[config.mk]
export PLATFORM = sky130hd
export DESIGN_NAME = ccp_ctrl
export DESIGN_NICKNAME = d
export VERILOG_FILES = /design/src/ccp_pkg.sv /design/src/ccp_gate_if.sv /design/src/ccp_ctrl.sv /design/src/ccp_pin_sync.sv /design/src/ccp_out_gate.sv
export SDC_FILE = /design/constraint.sdc
export NUM_CORES = 1
export LEC_CHECK = 0
export BUFFER_PORTS_ARGS = -buffer_cell sky130_fd_sc_hd__buf_2
export CAP_MARGIN = 40
export CORE_MARGIN = 2
export CORE_UTILIZATION = 30
export CTS_CLUSTER_DIAMETER = 200
export DETAILED_ROUTE_END_ITERATION = 12
export GPL_ROUTABILITY_DRIVEN = 0
export PLACE_DENSITY = 0.45
export SLEW_MARGIN = 5
export SYNTH_ARGS = -nofsm -noshare
export SYNTH_HDL_FRONTEND = slang
export SYNTH_SLANG_ARGS = --single-unit
[constraint.sdc]
create_clock -name clk -period 6.9 [get_ports clk]
set_input_delay 1.38 -clock clk [delete_from_list [all_inputs] [get_ports clk]]
set_output_delay 1.38 -clock clk [all_outputs]
set_load 0.02 [all_outputs]
[src/ccp_pkg.sv]
// Shared constants and types for the clock chip control and status pin block
package ccp_pkg;

	localparam int CCP_NUM_LOOPS = 4;
	localparam int CCP_NUM_OUTS  = 8;
	localparam int CCP_STEP_W    = 16;
	localparam int CCP_SYNC_W    = 16;

	// Loop select encodings
	localparam logic [1:0] CCP_LOOP_A = 2'h0;
	localparam logic [1:0] CCP_LOOP_B = 2'h1;
	localparam logic [1:0] CCP_LOOP_C = 2'h2;
	localparam logic [1:0] CCP_LOOP_D = 2'h3;

	// Level of the interface-select pin that picks the two-wire port
	localparam logic CCP_IF_SEL_I2C = 1'h1;

	// Reset values, per output bit where a field is per output
	localparam logic            CCP_RST_FIRST_MAP  = 1'h1;
	localparam logic            CCP_RST_SECOND_MAP = 1'h0;
	localparam logic            CCP_RST_REG_EN     = 1'h1;
	localparam logic            CCP_RST_SYNC_DIS   = 1'h1;
	localparam logic            CCP_RST_LOS_KEEP   = 1'h0;
	localparam logic            CCP_RST_REF_EXT    = 1'h0;
	localparam logic [15:0]     CCP_RST_STEP       = 16'h0001;

	typedef enum logic [1:0] {
		CCP_DIS_LOW  = 2'h0,
		CCP_DIS_HIGH = 2'h1,
		CCP_DIS_HIZ  = 2'h2
	} ccp_dis_t;

	localparam int CCP_DIS_W = 2;

	typedef enum logic [2:0] {
		CCP_GATE_ON    = 3'h1,
		CCP_GATE_DRAIN = 3'h2,
		CCP_GATE_OFF   = 3'h4
	} ccp_gate_st_t;

	// One-hot decode of the two-bit loop select
	function automatic logic [3:0] ccp_loop_onehot(input logic [1:0] sel);
		ccp_loop_onehot = 4'h1 << sel;
	endfunction : ccp_loop_onehot

endpackage : ccp_pkg

[src/ccp_gate_if.sv]
// Link between the control core and one output gate
`timescale 1ns/1ps
interface ccp_gate_if;
	import ccp_pkg::*;
	logic     en_req;
	logic     sync_mode;
	ccp_dis_t dis_state;
	logic     src;
	logic     pin;
	logic     pin_oe;
	modport ctrl (output en_req, output sync_mode, output dis_state,
		output src, input pin, input pin_oe);
	modport gate (input en_req, input sync_mode, input dis_state,
		input src, output pin, output pin_oe);
endinterface : ccp_gate_if

[src/ccp_ctrl.sv]
// Control and status pin logic of the multi-loop clock generator
`timescale 1ns/1ps

module ccp_ctrl
	import ccp_pkg::*;
#(
	parameter int N  = CCP_NUM_OUTS,
	parameter int SW = CCP_STEP_W
)(
	input  wire logic            clk,
	input  wire logic            rst_n,
	input  wire logic            host_if_sel,
	input  wire logic            spi_four_wire,
	input  wire logic            sdio_in,
	output logic                 sdio_out,
	output logic                 sdio_oe,
	input  wire logic            addr_high_or_serial_out_in,
	output logic                 addr_high_or_serial_out_out,
	output logic                 addr_high_or_serial_out_oe,
	input  wire logic            addr_low_or_chip_select_n,
	input  wire logic            sclk,
	input  wire logic            i2c_sda_low,
	input  wire logic            spi_tx_bit,
	input  wire logic            spi_tx_en,
	output logic                 port_is_i2c,
	output logic                 port_is_spi4,
	output logic [1:0]           i2c_addr_sel,
	output logic                 spi_selected,
	output logic                 serial_data_in,
	output logic                 serial_clk_rise,
	input  wire logic            status_irq_clear,
	output logic                 status_change_irq_n,
	output logic                 status_change_irq_n_oe,
	input  wire logic [3:0]      loop_lock_raw,
	input  wire logic            ref_loss_raw,
	output logic                 loop_a_lock_ok,
	output logic                 loop_b_lock_ok,
	output logic                 loop_c_lock_ok,
	output logic                 loop_d_lock_ok,
	output logic                 ref_signal_lost,
	output logic                 ref_ext_mode,
	input  wire logic            out_enable_pin_first_n,
	input  wire logic            out_enable_pin_second_n,
	input  wire logic            cfg_load,
	input  wire logic [N-1:0]    cfg_first_map,
	input  wire logic [N-1:0]    cfg_second_map,
	input  wire logic [N-1:0]    cfg_reg_en,
	input  wire logic [N-1:0]    cfg_sync_dis,
	input  wire logic [2*N-1:0]  cfg_dis_state,
	input  wire logic            cfg_los_keep,
	input  wire logic            cfg_ref_ext,
	input  wire logic [SW-1:0]   cfg_step_size,
	input  wire logic            loop_select_bit0,
	input  wire logic            loop_select_bit1,
	input  wire logic            freq_step_up,
	input  wire logic            freq_step_down,
	output logic [3:0]           step_pulse,
	output logic                 step_down,
	output logic [4*SW-1:0]      loop_freq_offset,
	input  wire logic [N-1:0]    out_src,
	output logic [N-1:0]         out_clk,
	output logic [N-1:0]         out_clk_oe
);
	typedef struct packed {
		logic [N-1:0]    first_map;
		logic [N-1:0]    second_map;
		logic [N-1:0]    reg_en;
		logic [N-1:0]    sync_dis;
		logic [2*N-1:0]  dis_state;
		logic            los_keep;
		logic            ref_ext;
		logic [SW-1:0]   step_size;
		logic            run;
		logic [N-1:0]    en_req;
		logic [3:0]      lock_ok;
		logic            los;
		logic            irq_pend;
		logic            irq_n;
		logic            up_prev;
		logic            dn_prev;
		logic [3:0]      step_pulse;
		logic            step_down;
		logic [4*SW-1:0] offset;
		logic            is_i2c;
		logic            is_spi4;
		logic [1:0]      i2c_addr;
		logic            spi_sel;
		logic            ser_in;
		logic            sclk_prev;
		logic            sclk_rise;
		logic            sdio_out;
		logic            sdio_oe;
		logic            ahi_out;
		logic            ahi_oe;
	} ccp_ctrl_state_t;

	ccp_ctrl_state_t cur_r;
	ccp_ctrl_state_t cur_nxt;

	logic [CCP_SYNC_W-1:0] sync_q;
	logic                  if_sel_s;
	logic                  alo_s;
	logic                  ahi_s;
	logic                  sdio_s;
	logic                  sclk_s;
	logic                  los_s;
	logic [3:0]            lock_s;
	logic                  oe1_n_s;
	logic                  oe2_n_s;
	logic [1:0]            sel_s;
	logic                  up_s;
	logic                  dn_s;
	logic                  up_e;
	logic                  dn_e;
	logic                  stat_chg;

	////////////////////////////////////////////////////////////////////////
	// All pins and the serial clock cross into clk here
	ccp_pin_sync #(.W(CCP_SYNC_W)) u_sync (
		.clk   (clk),
		.rst_n (rst_n),
		.d     ({host_if_sel, addr_low_or_chip_select_n,
			addr_high_or_serial_out_in, sdio_in, sclk, ref_loss_raw,
			loop_lock_raw, out_enable_pin_first_n,
			out_enable_pin_second_n, loop_select_bit1, loop_select_bit0,
			freq_step_up, freq_step_down}),
		.q     (sync_q)
	);

	assign {if_sel_s, alo_s, ahi_s, sdio_s, sclk_s, los_s, lock_s,
		oe1_n_s, oe2_n_s, sel_s, up_s, dn_s} = sync_q;
	assign up_e     = up_s & ~cur_r.up_prev;
	assign dn_e     = dn_s & ~cur_r.dn_prev;
	assign stat_chg = (lock_s != cur_r.lock_ok) | (los_s != cur_r.los);

	////////////////////////////////////////////////////////////////////////
	always_comb
	begin
		logic i2c;
		logic spi4;
		i2c  = (if_sel_s == CCP_IF_SEL_I2C);
		spi4 = !i2c && spi_four_wire;
		cur_nxt = cur_r;
		if (cfg_load)
		begin
			cur_nxt.first_map  = cfg_first_map;
			cur_nxt.second_map = cfg_second_map;
			cur_nxt.reg_en     = cfg_reg_en;
			cur_nxt.sync_dis   = cfg_sync_dis;
			cur_nxt.dis_state  = cfg_dis_state;
			cur_nxt.los_keep   = cfg_los_keep;
			cur_nxt.ref_ext    = cfg_ref_ext;
			cur_nxt.step_size  = cfg_step_size;
		end
		cur_nxt.run = 1'b1;
		// Pins high disable; software can only narrow what pins allow
		for (int i = 0; i < N; i++)
			cur_nxt.en_req[i] = cur_r.run && cur_r.reg_en[i]
				&& !(cur_r.first_map[i] && oe1_n_s)
				&& !(cur_r.second_map[i] && oe2_n_s)
				&& !(los_s && !cur_r.los_keep);
		cur_nxt.lock_ok  = lock_s;
		cur_nxt.los      = los_s;
		// A change in the clear cycle still leaves the flag set
		cur_nxt.irq_pend = stat_chg
			|| (cur_r.irq_pend && !status_irq_clear);
		cur_nxt.irq_n    = !cur_nxt.irq_pend;
		cur_nxt.up_prev    = up_s;
		cur_nxt.dn_prev    = dn_s;
		cur_nxt.step_pulse = 4'h0;
		if (up_e ^ dn_e)
		begin
			cur_nxt.step_pulse = ccp_loop_onehot(sel_s);
			cur_nxt.step_down  = dn_e;
			if (dn_e)
				cur_nxt.offset[sel_s*SW +: SW] =
					cur_r.offset[sel_s*SW +: SW] - cur_r.step_size;
			else
				cur_nxt.offset[sel_s*SW +: SW] =
					cur_r.offset[sel_s*SW +: SW] + cur_r.step_size;
		end
		cur_nxt.is_i2c    = i2c;
		cur_nxt.is_spi4   = spi4;
		cur_nxt.i2c_addr  = i2c ? {ahi_s, alo_s} : 2'h0;
		cur_nxt.spi_sel   = !i2c && !alo_s;
		cur_nxt.ser_in    = sdio_s;
		cur_nxt.sclk_prev = sclk_s;
		cur_nxt.sclk_rise = sclk_s && !cur_r.sclk_prev;
		cur_nxt.ahi_out   = spi_tx_bit;
		cur_nxt.ahi_oe    = spi4 && spi_tx_en && cur_nxt.spi_sel;
		if (i2c)
		begin
			cur_nxt.sdio_out = 1'b0;
			cur_nxt.sdio_oe  = i2c_sda_low;
		end
		else if (!spi4)
		begin
			cur_nxt.sdio_out = spi_tx_bit;
			cur_nxt.sdio_oe  = spi_tx_en && cur_nxt.spi_sel;
		end
		else
		begin
			cur_nxt.sdio_out = 1'b0;
			cur_nxt.sdio_oe  = 1'b0;
		end
	end

	always_ff @(posedge clk or negedge rst_n)
	begin
		if (!rst_n)
		begin
			cur_r            <= '0;
			cur_r.irq_n      <= 1'b1;
			cur_r.first_map  <= {N{CCP_RST_FIRST_MAP}};
			cur_r.second_map <= {N{CCP_RST_SECOND_MAP}};
			cur_r.reg_en     <= {N{CCP_RST_REG_EN}};
			cur_r.sync_dis   <= {N{CCP_RST_SYNC_DIS}};
			cur_r.los_keep   <= CCP_RST_LOS_KEEP;
			cur_r.ref_ext    <= CCP_RST_REF_EXT;
			cur_r.step_size  <= SW'(CCP_RST_STEP);
		end
		else
			cur_r <= cur_nxt;
	end

	////////////////////////////////////////////////////////////////////////
	ccp_gate_if gif [N] ();

	generate
		for (genvar gi = 0; gi < N; gi++)
		begin : g_out
			assign gif[gi].en_req    = cur_r.en_req[gi];
			assign gif[gi].sync_mode = cur_r.sync_dis[gi];
			assign gif[gi].dis_state =
				ccp_dis_t'(cur_r.dis_state[gi*CCP_DIS_W +: CCP_DIS_W]);
			assign gif[gi].src       = out_src[gi];
			assign out_clk[gi]       = gif[gi].pin;
			assign out_clk_oe[gi]    = gif[gi].pin_oe;
			ccp_out_gate u_gate (
				.clk   (clk),
				.rst_n (rst_n),
				.g     (gif[gi])
			);
		end
	endgenerate

	assign sdio_out                    = cur_r.sdio_out;
	assign sdio_oe                     = cur_r.sdio_oe;
	assign addr_high_or_serial_out_out = cur_r.ahi_out;
	assign addr_high_or_serial_out_oe  = cur_r.ahi_oe;
	assign port_is_i2c                 = cur_r.is_i2c;
	assign port_is_spi4                = cur_r.is_spi4;
	assign i2c_addr_sel                = cur_r.i2c_addr;
	assign spi_selected                = cur_r.spi_sel;
	assign serial_data_in              = cur_r.ser_in;
	assign serial_clk_rise             = cur_r.sclk_rise;
	assign status_change_irq_n         = cur_r.irq_n;
	assign status_change_irq_n_oe      = cur_r.irq_pend;
	assign loop_a_lock_ok              = cur_r.lock_ok[CCP_LOOP_A];
	assign loop_b_lock_ok              = cur_r.lock_ok[CCP_LOOP_B];
	assign loop_c_lock_ok              = cur_r.lock_ok[CCP_LOOP_C];
	assign loop_d_lock_ok              = cur_r.lock_ok[CCP_LOOP_D];
	assign ref_signal_lost             = cur_r.los;
	assign ref_ext_mode                = cur_r.ref_ext;
	assign step_pulse                  = cur_r.step_pulse;
	assign step_down                   = cur_r.step_down;
	assign loop_freq_offset            = cur_r.offset;
endmodule : ccp_ctrl

[src/ccp_pin_sync.sv]
// Two-flop synchroniser for a vector of pin inputs
`timescale 1ns/1ps
module ccp_pin_sync
	import ccp_pkg::*;
#(
	parameter int W = CCP_SYNC_W
)(
	input  wire logic         clk,
	input  wire logic         rst_n,
	input  wire logic [W-1:0] d,
	output logic      [W-1:0] q
);
	logic [W-1:0] meta_r;

	// The first stage feeds only the second one
	always_ff @(posedge clk or negedge rst_n)
	begin
		if (!rst_n)
		begin
			meta_r <= '0;
			q      <= '0;
		end
		else
		begin
			meta_r <= d;
			q      <= meta_r;
		end
	end
endmodule : ccp_pin_sync

[src/ccp_out_gate.sv]
// Output clock gate with synchronous or immediate disable
`timescale 1ns/1ps
module ccp_out_gate
	import ccp_pkg::*;
(
	input wire logic clk,
	input wire logic rst_n,
	ccp_gate_if.gate g
);
	typedef struct packed {
		ccp_gate_st_t st;
		logic         pin;
		logic         pin_oe;
	} ccp_gate_state_t;

	ccp_gate_state_t cur_r;
	ccp_gate_state_t cur_nxt;

	always_comb
	begin
		cur_nxt = cur_r;
		unique case (cur_r.st)
			CCP_GATE_ON:
				if (!g.en_req)
					cur_nxt.st = (g.sync_mode && g.src) ? CCP_GATE_DRAIN
						: CCP_GATE_OFF;
			CCP_GATE_DRAIN:
				if (g.en_req)
					cur_nxt.st = CCP_GATE_ON;
				else if (!g.src)
					cur_nxt.st = CCP_GATE_OFF;
			CCP_GATE_OFF:
				// Restart on a low phase in synchronous mode so no runt leaves the pin
				if (g.en_req && (!g.sync_mode || !g.src))
					cur_nxt.st = CCP_GATE_ON;
			default:
				cur_nxt.st = CCP_GATE_OFF;
		endcase
		if (cur_nxt.st != CCP_GATE_OFF)
		begin
			cur_nxt.pin    = g.src;
			cur_nxt.pin_oe = 1'b1;
		end
		else
		begin
			cur_nxt.pin    = (g.dis_state == CCP_DIS_HIGH);
			cur_nxt.pin_oe = (g.dis_state != CCP_DIS_HIZ);
		end
	end

	always_ff @(posedge clk or negedge rst_n)
	begin
		if (!rst_n)
		begin
			cur_r.st     <= CCP_GATE_OFF;
			cur_r.pin    <= 1'b0;
			cur_r.pin_oe <= 1'b1;
		end
		else
			cur_r <= cur_nxt;
	end

	assign g.pin    = cur_r.pin;
	assign g.pin_oe = cur_r.pin_oe;
endmodule : ccp_out_gate

==> results.rst <==
.. list-table::
   :header-rows: 1

   * - Metric
     - Value
   * - Non-Filler Instances
     - 1,665
   * - Startpoint types
     - flop
   * - Final cycle utilization of the critical path
     - 0.543
   * - First-pass GRT wire length
     - 46,400 µm
   * - Max clock buf depth
     - 3
   * - Power density relative to cell area
     - 290 nW/µm²
   * - Avg Cell Area, Syn
     - around 11 µm²
   * - Clock slew at reported path FFs
     - 0.06 ns
   * - Syn Inst Count
     - 1,005
   * - Pin count of the biggest net entering global routing
     - between 100 and 150
   * - Avg WL per Cell
     - 18.0 µm
   * - Hold depth
     - 0
   * - Number of placed cells counting well taps
     - 1,609
   * - Final HPWL DP
     - roughly 21,000 µm
   * - Die area
     - roughly 40,000 µm²
   * - Type of destination of the critical path
     - flop
   * - Number of antenna violations at the first check in global routing
     - 2
   * - Net Count, Synth
     - about 1,100
   * - Main flop type after synthesis
     - sky130_fd_sc_hd__dfrtp_1
   * - Start point of the critical path
     - u_sync.q[2]
   * - Slew Limit Fails
     - 0
   * - Critical Path Slowest Stage Cell
     - sky130_fd_sc_hd__mux4_2
   * - Buffers plus inverters on the worst setup path
     - 1
   * - Worst Setup Path Type
     - flop to flop
   * - Register bit total from synthesis
     - 237
   * - Final Skew
     - 0.0292 ns
   * - Detail Route Antenna Nets
     - 0
   * - Post-cts gate resize count
     - 0
   * - Congestion Overflow GR
     - 0
   * - Power after layout
     - 3.92 mW
   * - Shortest period the worst path allows
     - 3.74 ns
   * - Cell family with most CP delay
     - compound AO/OA/AOI/OAI gates
   * - Setup repair after global routing missed its margin
     - no
   * - Vias
     - ~8,000
   * - Startpoint of the tightest hold check path
     - u_sync.meta_r[3]
   * - Insertion delay of the later-clocked pin in the worst-skew pair
     - 0.57 ns
   * - Most frequent standard cell in the layout excluding fill and tap cells
     - sky130_fd_sc_hd__buf_2
   * - Number of global-route vias before repair
     - 8,069
   * - Worst-Margin Slew
     - about 0.86 ns
   * - Chip width
     - 200 µm
   * - Largest stage delay, worst path
     - 0.57 ns
   * - Number of max-cap violations
     - 0
   * - Total non-filler cell area in the finished layout
     - 13,500 µm²
   * - Worst r2r path cells
     - 11
   * - Netlist cell types
     - 72
   * - Synthesis warning total
     - 0
   * - Initial core utilization
     - 0.305
   * - Syn Std Cell Area
     - approximately 11,000 µm²
   * - Finish-stage setup viols
     - 0
   * - Total leakage power
     - 6.33 nW
   * - Worst slew margin relative to its limit
     - 0.428
   * - Drt drc
     - 0
   * - Overall Global Routing Usage
     - 0.151
   * - Run status
     - finished, final reports clean
   * - Number of cell rows
     - 71
   * - Final-report hold violation count
     - 0
   * - Chain of cells forming the critical path
     - buf_4 > mux4_2 > ha_1 > fa_1 > nor2b_1 > o21bai_1 > a2111oi_1 > o41ai_1 > a41oi_2 > xnor2_1 > a22o_1
   * - Avg Vias per Cell
     - 4.74
   * - Count of fill cells added during filler insertion
     - between 3,000 and 4,000
   * - Wire length reported by the detailed router
     - approximately 30,000 µm
   * - Critical Path Stages
     - 11
   * - Fraction of layout instances using a drive strength above 1
     - 0.345
   * - Port-buffer cells
     - 201
   * - Die Ht
     - approximately 200 µm
   * - Post-Place Cell Area
     - 12,500 µm²
   * - Data required time of the critical path
     - 7.39 ns
   * - Arrival time reported for the critical path endpoint
     - 4.23 ns
   * - Critical R2R Launch
     - u_sync.q[2]
   * - Number of DRC markers after the initial detailed-route iteration
     - 327
   * - TritonCTS Sinks
     - around 240
   * - Final nets
     - approximately 1,300
   * - Min setup slack post-route
     - around 3.2 ns
   * - Fin Hold WS
     - 0.341 ns
   * - Setup_tns
     - 0 ns
   * - Area overhead of the layout relative to synthesis
     - 18.0%
   * - Cts bufs inserted
     - 29
   * - Highest clock rate
     - approximately 0.27 GHz
   * - Number of H-tree branching levels
     - 1
   * - Worst R2R Setup Slack
     - 3.16 ns
   * - Highest-count cells in the layout ignoring fill and taps
     - 199 x sky130_fd_sc_hd__buf_2, 195 x sky130_fd_sc_hd__dfrtp_1, 68 x sky130_fd_sc_hd__nand2_1
   * - Min-delay worst type
     - flop to flop
   * - Number of post-CTS setup repair buffers
     - 0
   * - Placeable core area
     - 37,700 µm²
   * - Largest vdd supply drop
     - 0.169 mV
   * - Cts-stage hold buffer count
     - 0
   * - I/O Pins
     - 202
   * - Max FO, Critical Path
     - 23
   * - Finished Core Util
     - 0.360
   * - Cell chosen for the clock root
     - sky130_fd_sc_hd__clkbuf_16
   * - Number of flops mapped to enable cells by yosys
     - 0
   * - Initial DRT Pass Iterations
     - 5
   * - Worst hold path endpoint
     - u_sync.q[3]
   * - Worst setup slack after placement
     - roughly 3.2 ns
   * - Sequential fraction of the synthesis area
     - 0.521
   * - Post-synthesis async set-or-reset flop share
     - 1.00
   * - TritonCTS clock tree
     - yes
how the worst max path moves through the flow:
stage	endpoint
6_report	flop
5_1_grt	flop
4_1_cts	flop
3_5_place_dp	flop
3_3_place_gp	flop
2_1_floorplan	flop
report_power, final:
part | internal (mW) | leakage [nW] | switching (mW)
Sequential | 1.53 | 2.93 | 0.0828
Clock | 0.986 | 0.505 | 0.614
Combinational | 0.275 | 2.90 | 0.437
worst reg2reg max path, stage by stage, from the launching register on:
cell and delay [ns]:
sky130_fd_sc_hd__dfrtp_1 0.32, sky130_fd_sc_hd__buf_4 0.37, sky130_fd_sc_hd__mux4_2 0.58, sky130_fd_sc_hd__ha_1 0.22, sky130_fd_sc_hd__fa_1 0.39, sky130_fd_sc_hd__nor2b_1 0.15
sky130_fd_sc_hd__o21bai_1 0.23, sky130_fd_sc_hd__a2111oi_1 0.17, sky130_fd_sc_hd__o41ai_1 0.41, sky130_fd_sc_hd__a41oi_2 0.19, sky130_fd_sc_hd__xnor2_1 0.43, sky130_fd_sc_hd__a22o_1 0.20
kinds of logic after synthesis:
group	Yosys count	share of synthesized area
compound gates	242	0.144
fa+ha+maj	41	0.0460
buf+inv	177	0.0882
simple gates	210	0.0932
other cells	1	0.000327
xor+xnor	21	0.0167
flops	237	0.521
mux	76	0.0899
routing by layer:
metal | up-vias | part of all wire | GRT usage
met5 | - | 0 | 0
met2 | 193 | 0.46 | 0.243
met4 | 0 | 0.017 | 0.0381
met3 | 34 | 0.057 | 0.0326
li1 | 3738 | - | -
met1 | 3923 | 0.47 | 0.206
Yosys cell counts, drive strengths merged (3+ instances only):
master,number,share of area
dfrtp,195,0.43
buf,101,0.063
o21ai,78,0.034
nand2,68,0.022
mux2,57,0.056
inv,55,0.018
a21oi,48,0.021
dfstp,42,0.096
ha,39,0.043
nor2,33,0.011
a22o,30,0.023
clkbuf,21,0.0070
nor2b,19,0.010
mux4,16,0.031
nand3b,15,0.0098
nand2b,13,0.0071
nor3,13,0.0057
xnor2,13,0.011
a211oi,12,0.0092
and2,12,0.0065
a31oi,10,0.0068
and3,9,0.0049
o41ai,9,0.0075
a22oi,8,0.0052
o31ai,8,0.0052
xor2,8,0.0061
nand3,7,0.0031
o2bb2ai,6,0.0046
nand4,5,0.0027
o211ai,4,0.0026
o21bai,4,0.0026
or2,4,0.0022
or3,4,0.0022
a2111oi,3,0.0040
a21o,3,0.0020
mux2i,3,0.0026
nor3b,3,0.0024
o21a,3,0.0020
o22ai,3,0.0016
area by class of cell:
cell class / count / area [µm²] / share of cell area
sequential: 237 / 5980 / 0.442
timing repair buffer: 215 / 1200 / 0.0889
clock inverter: 10 / 151 / 0.0112
inverter: 55 / 206 / 0.0152
antenna: 2 / 5.00 / 0.000370
clock buffer: 44 / 872 / 0.0644
multi-input combinational: 591 / 4480 / 0.331
tap: 511 / 639 / 0.0472
Power figures use the tool's default switching activity.
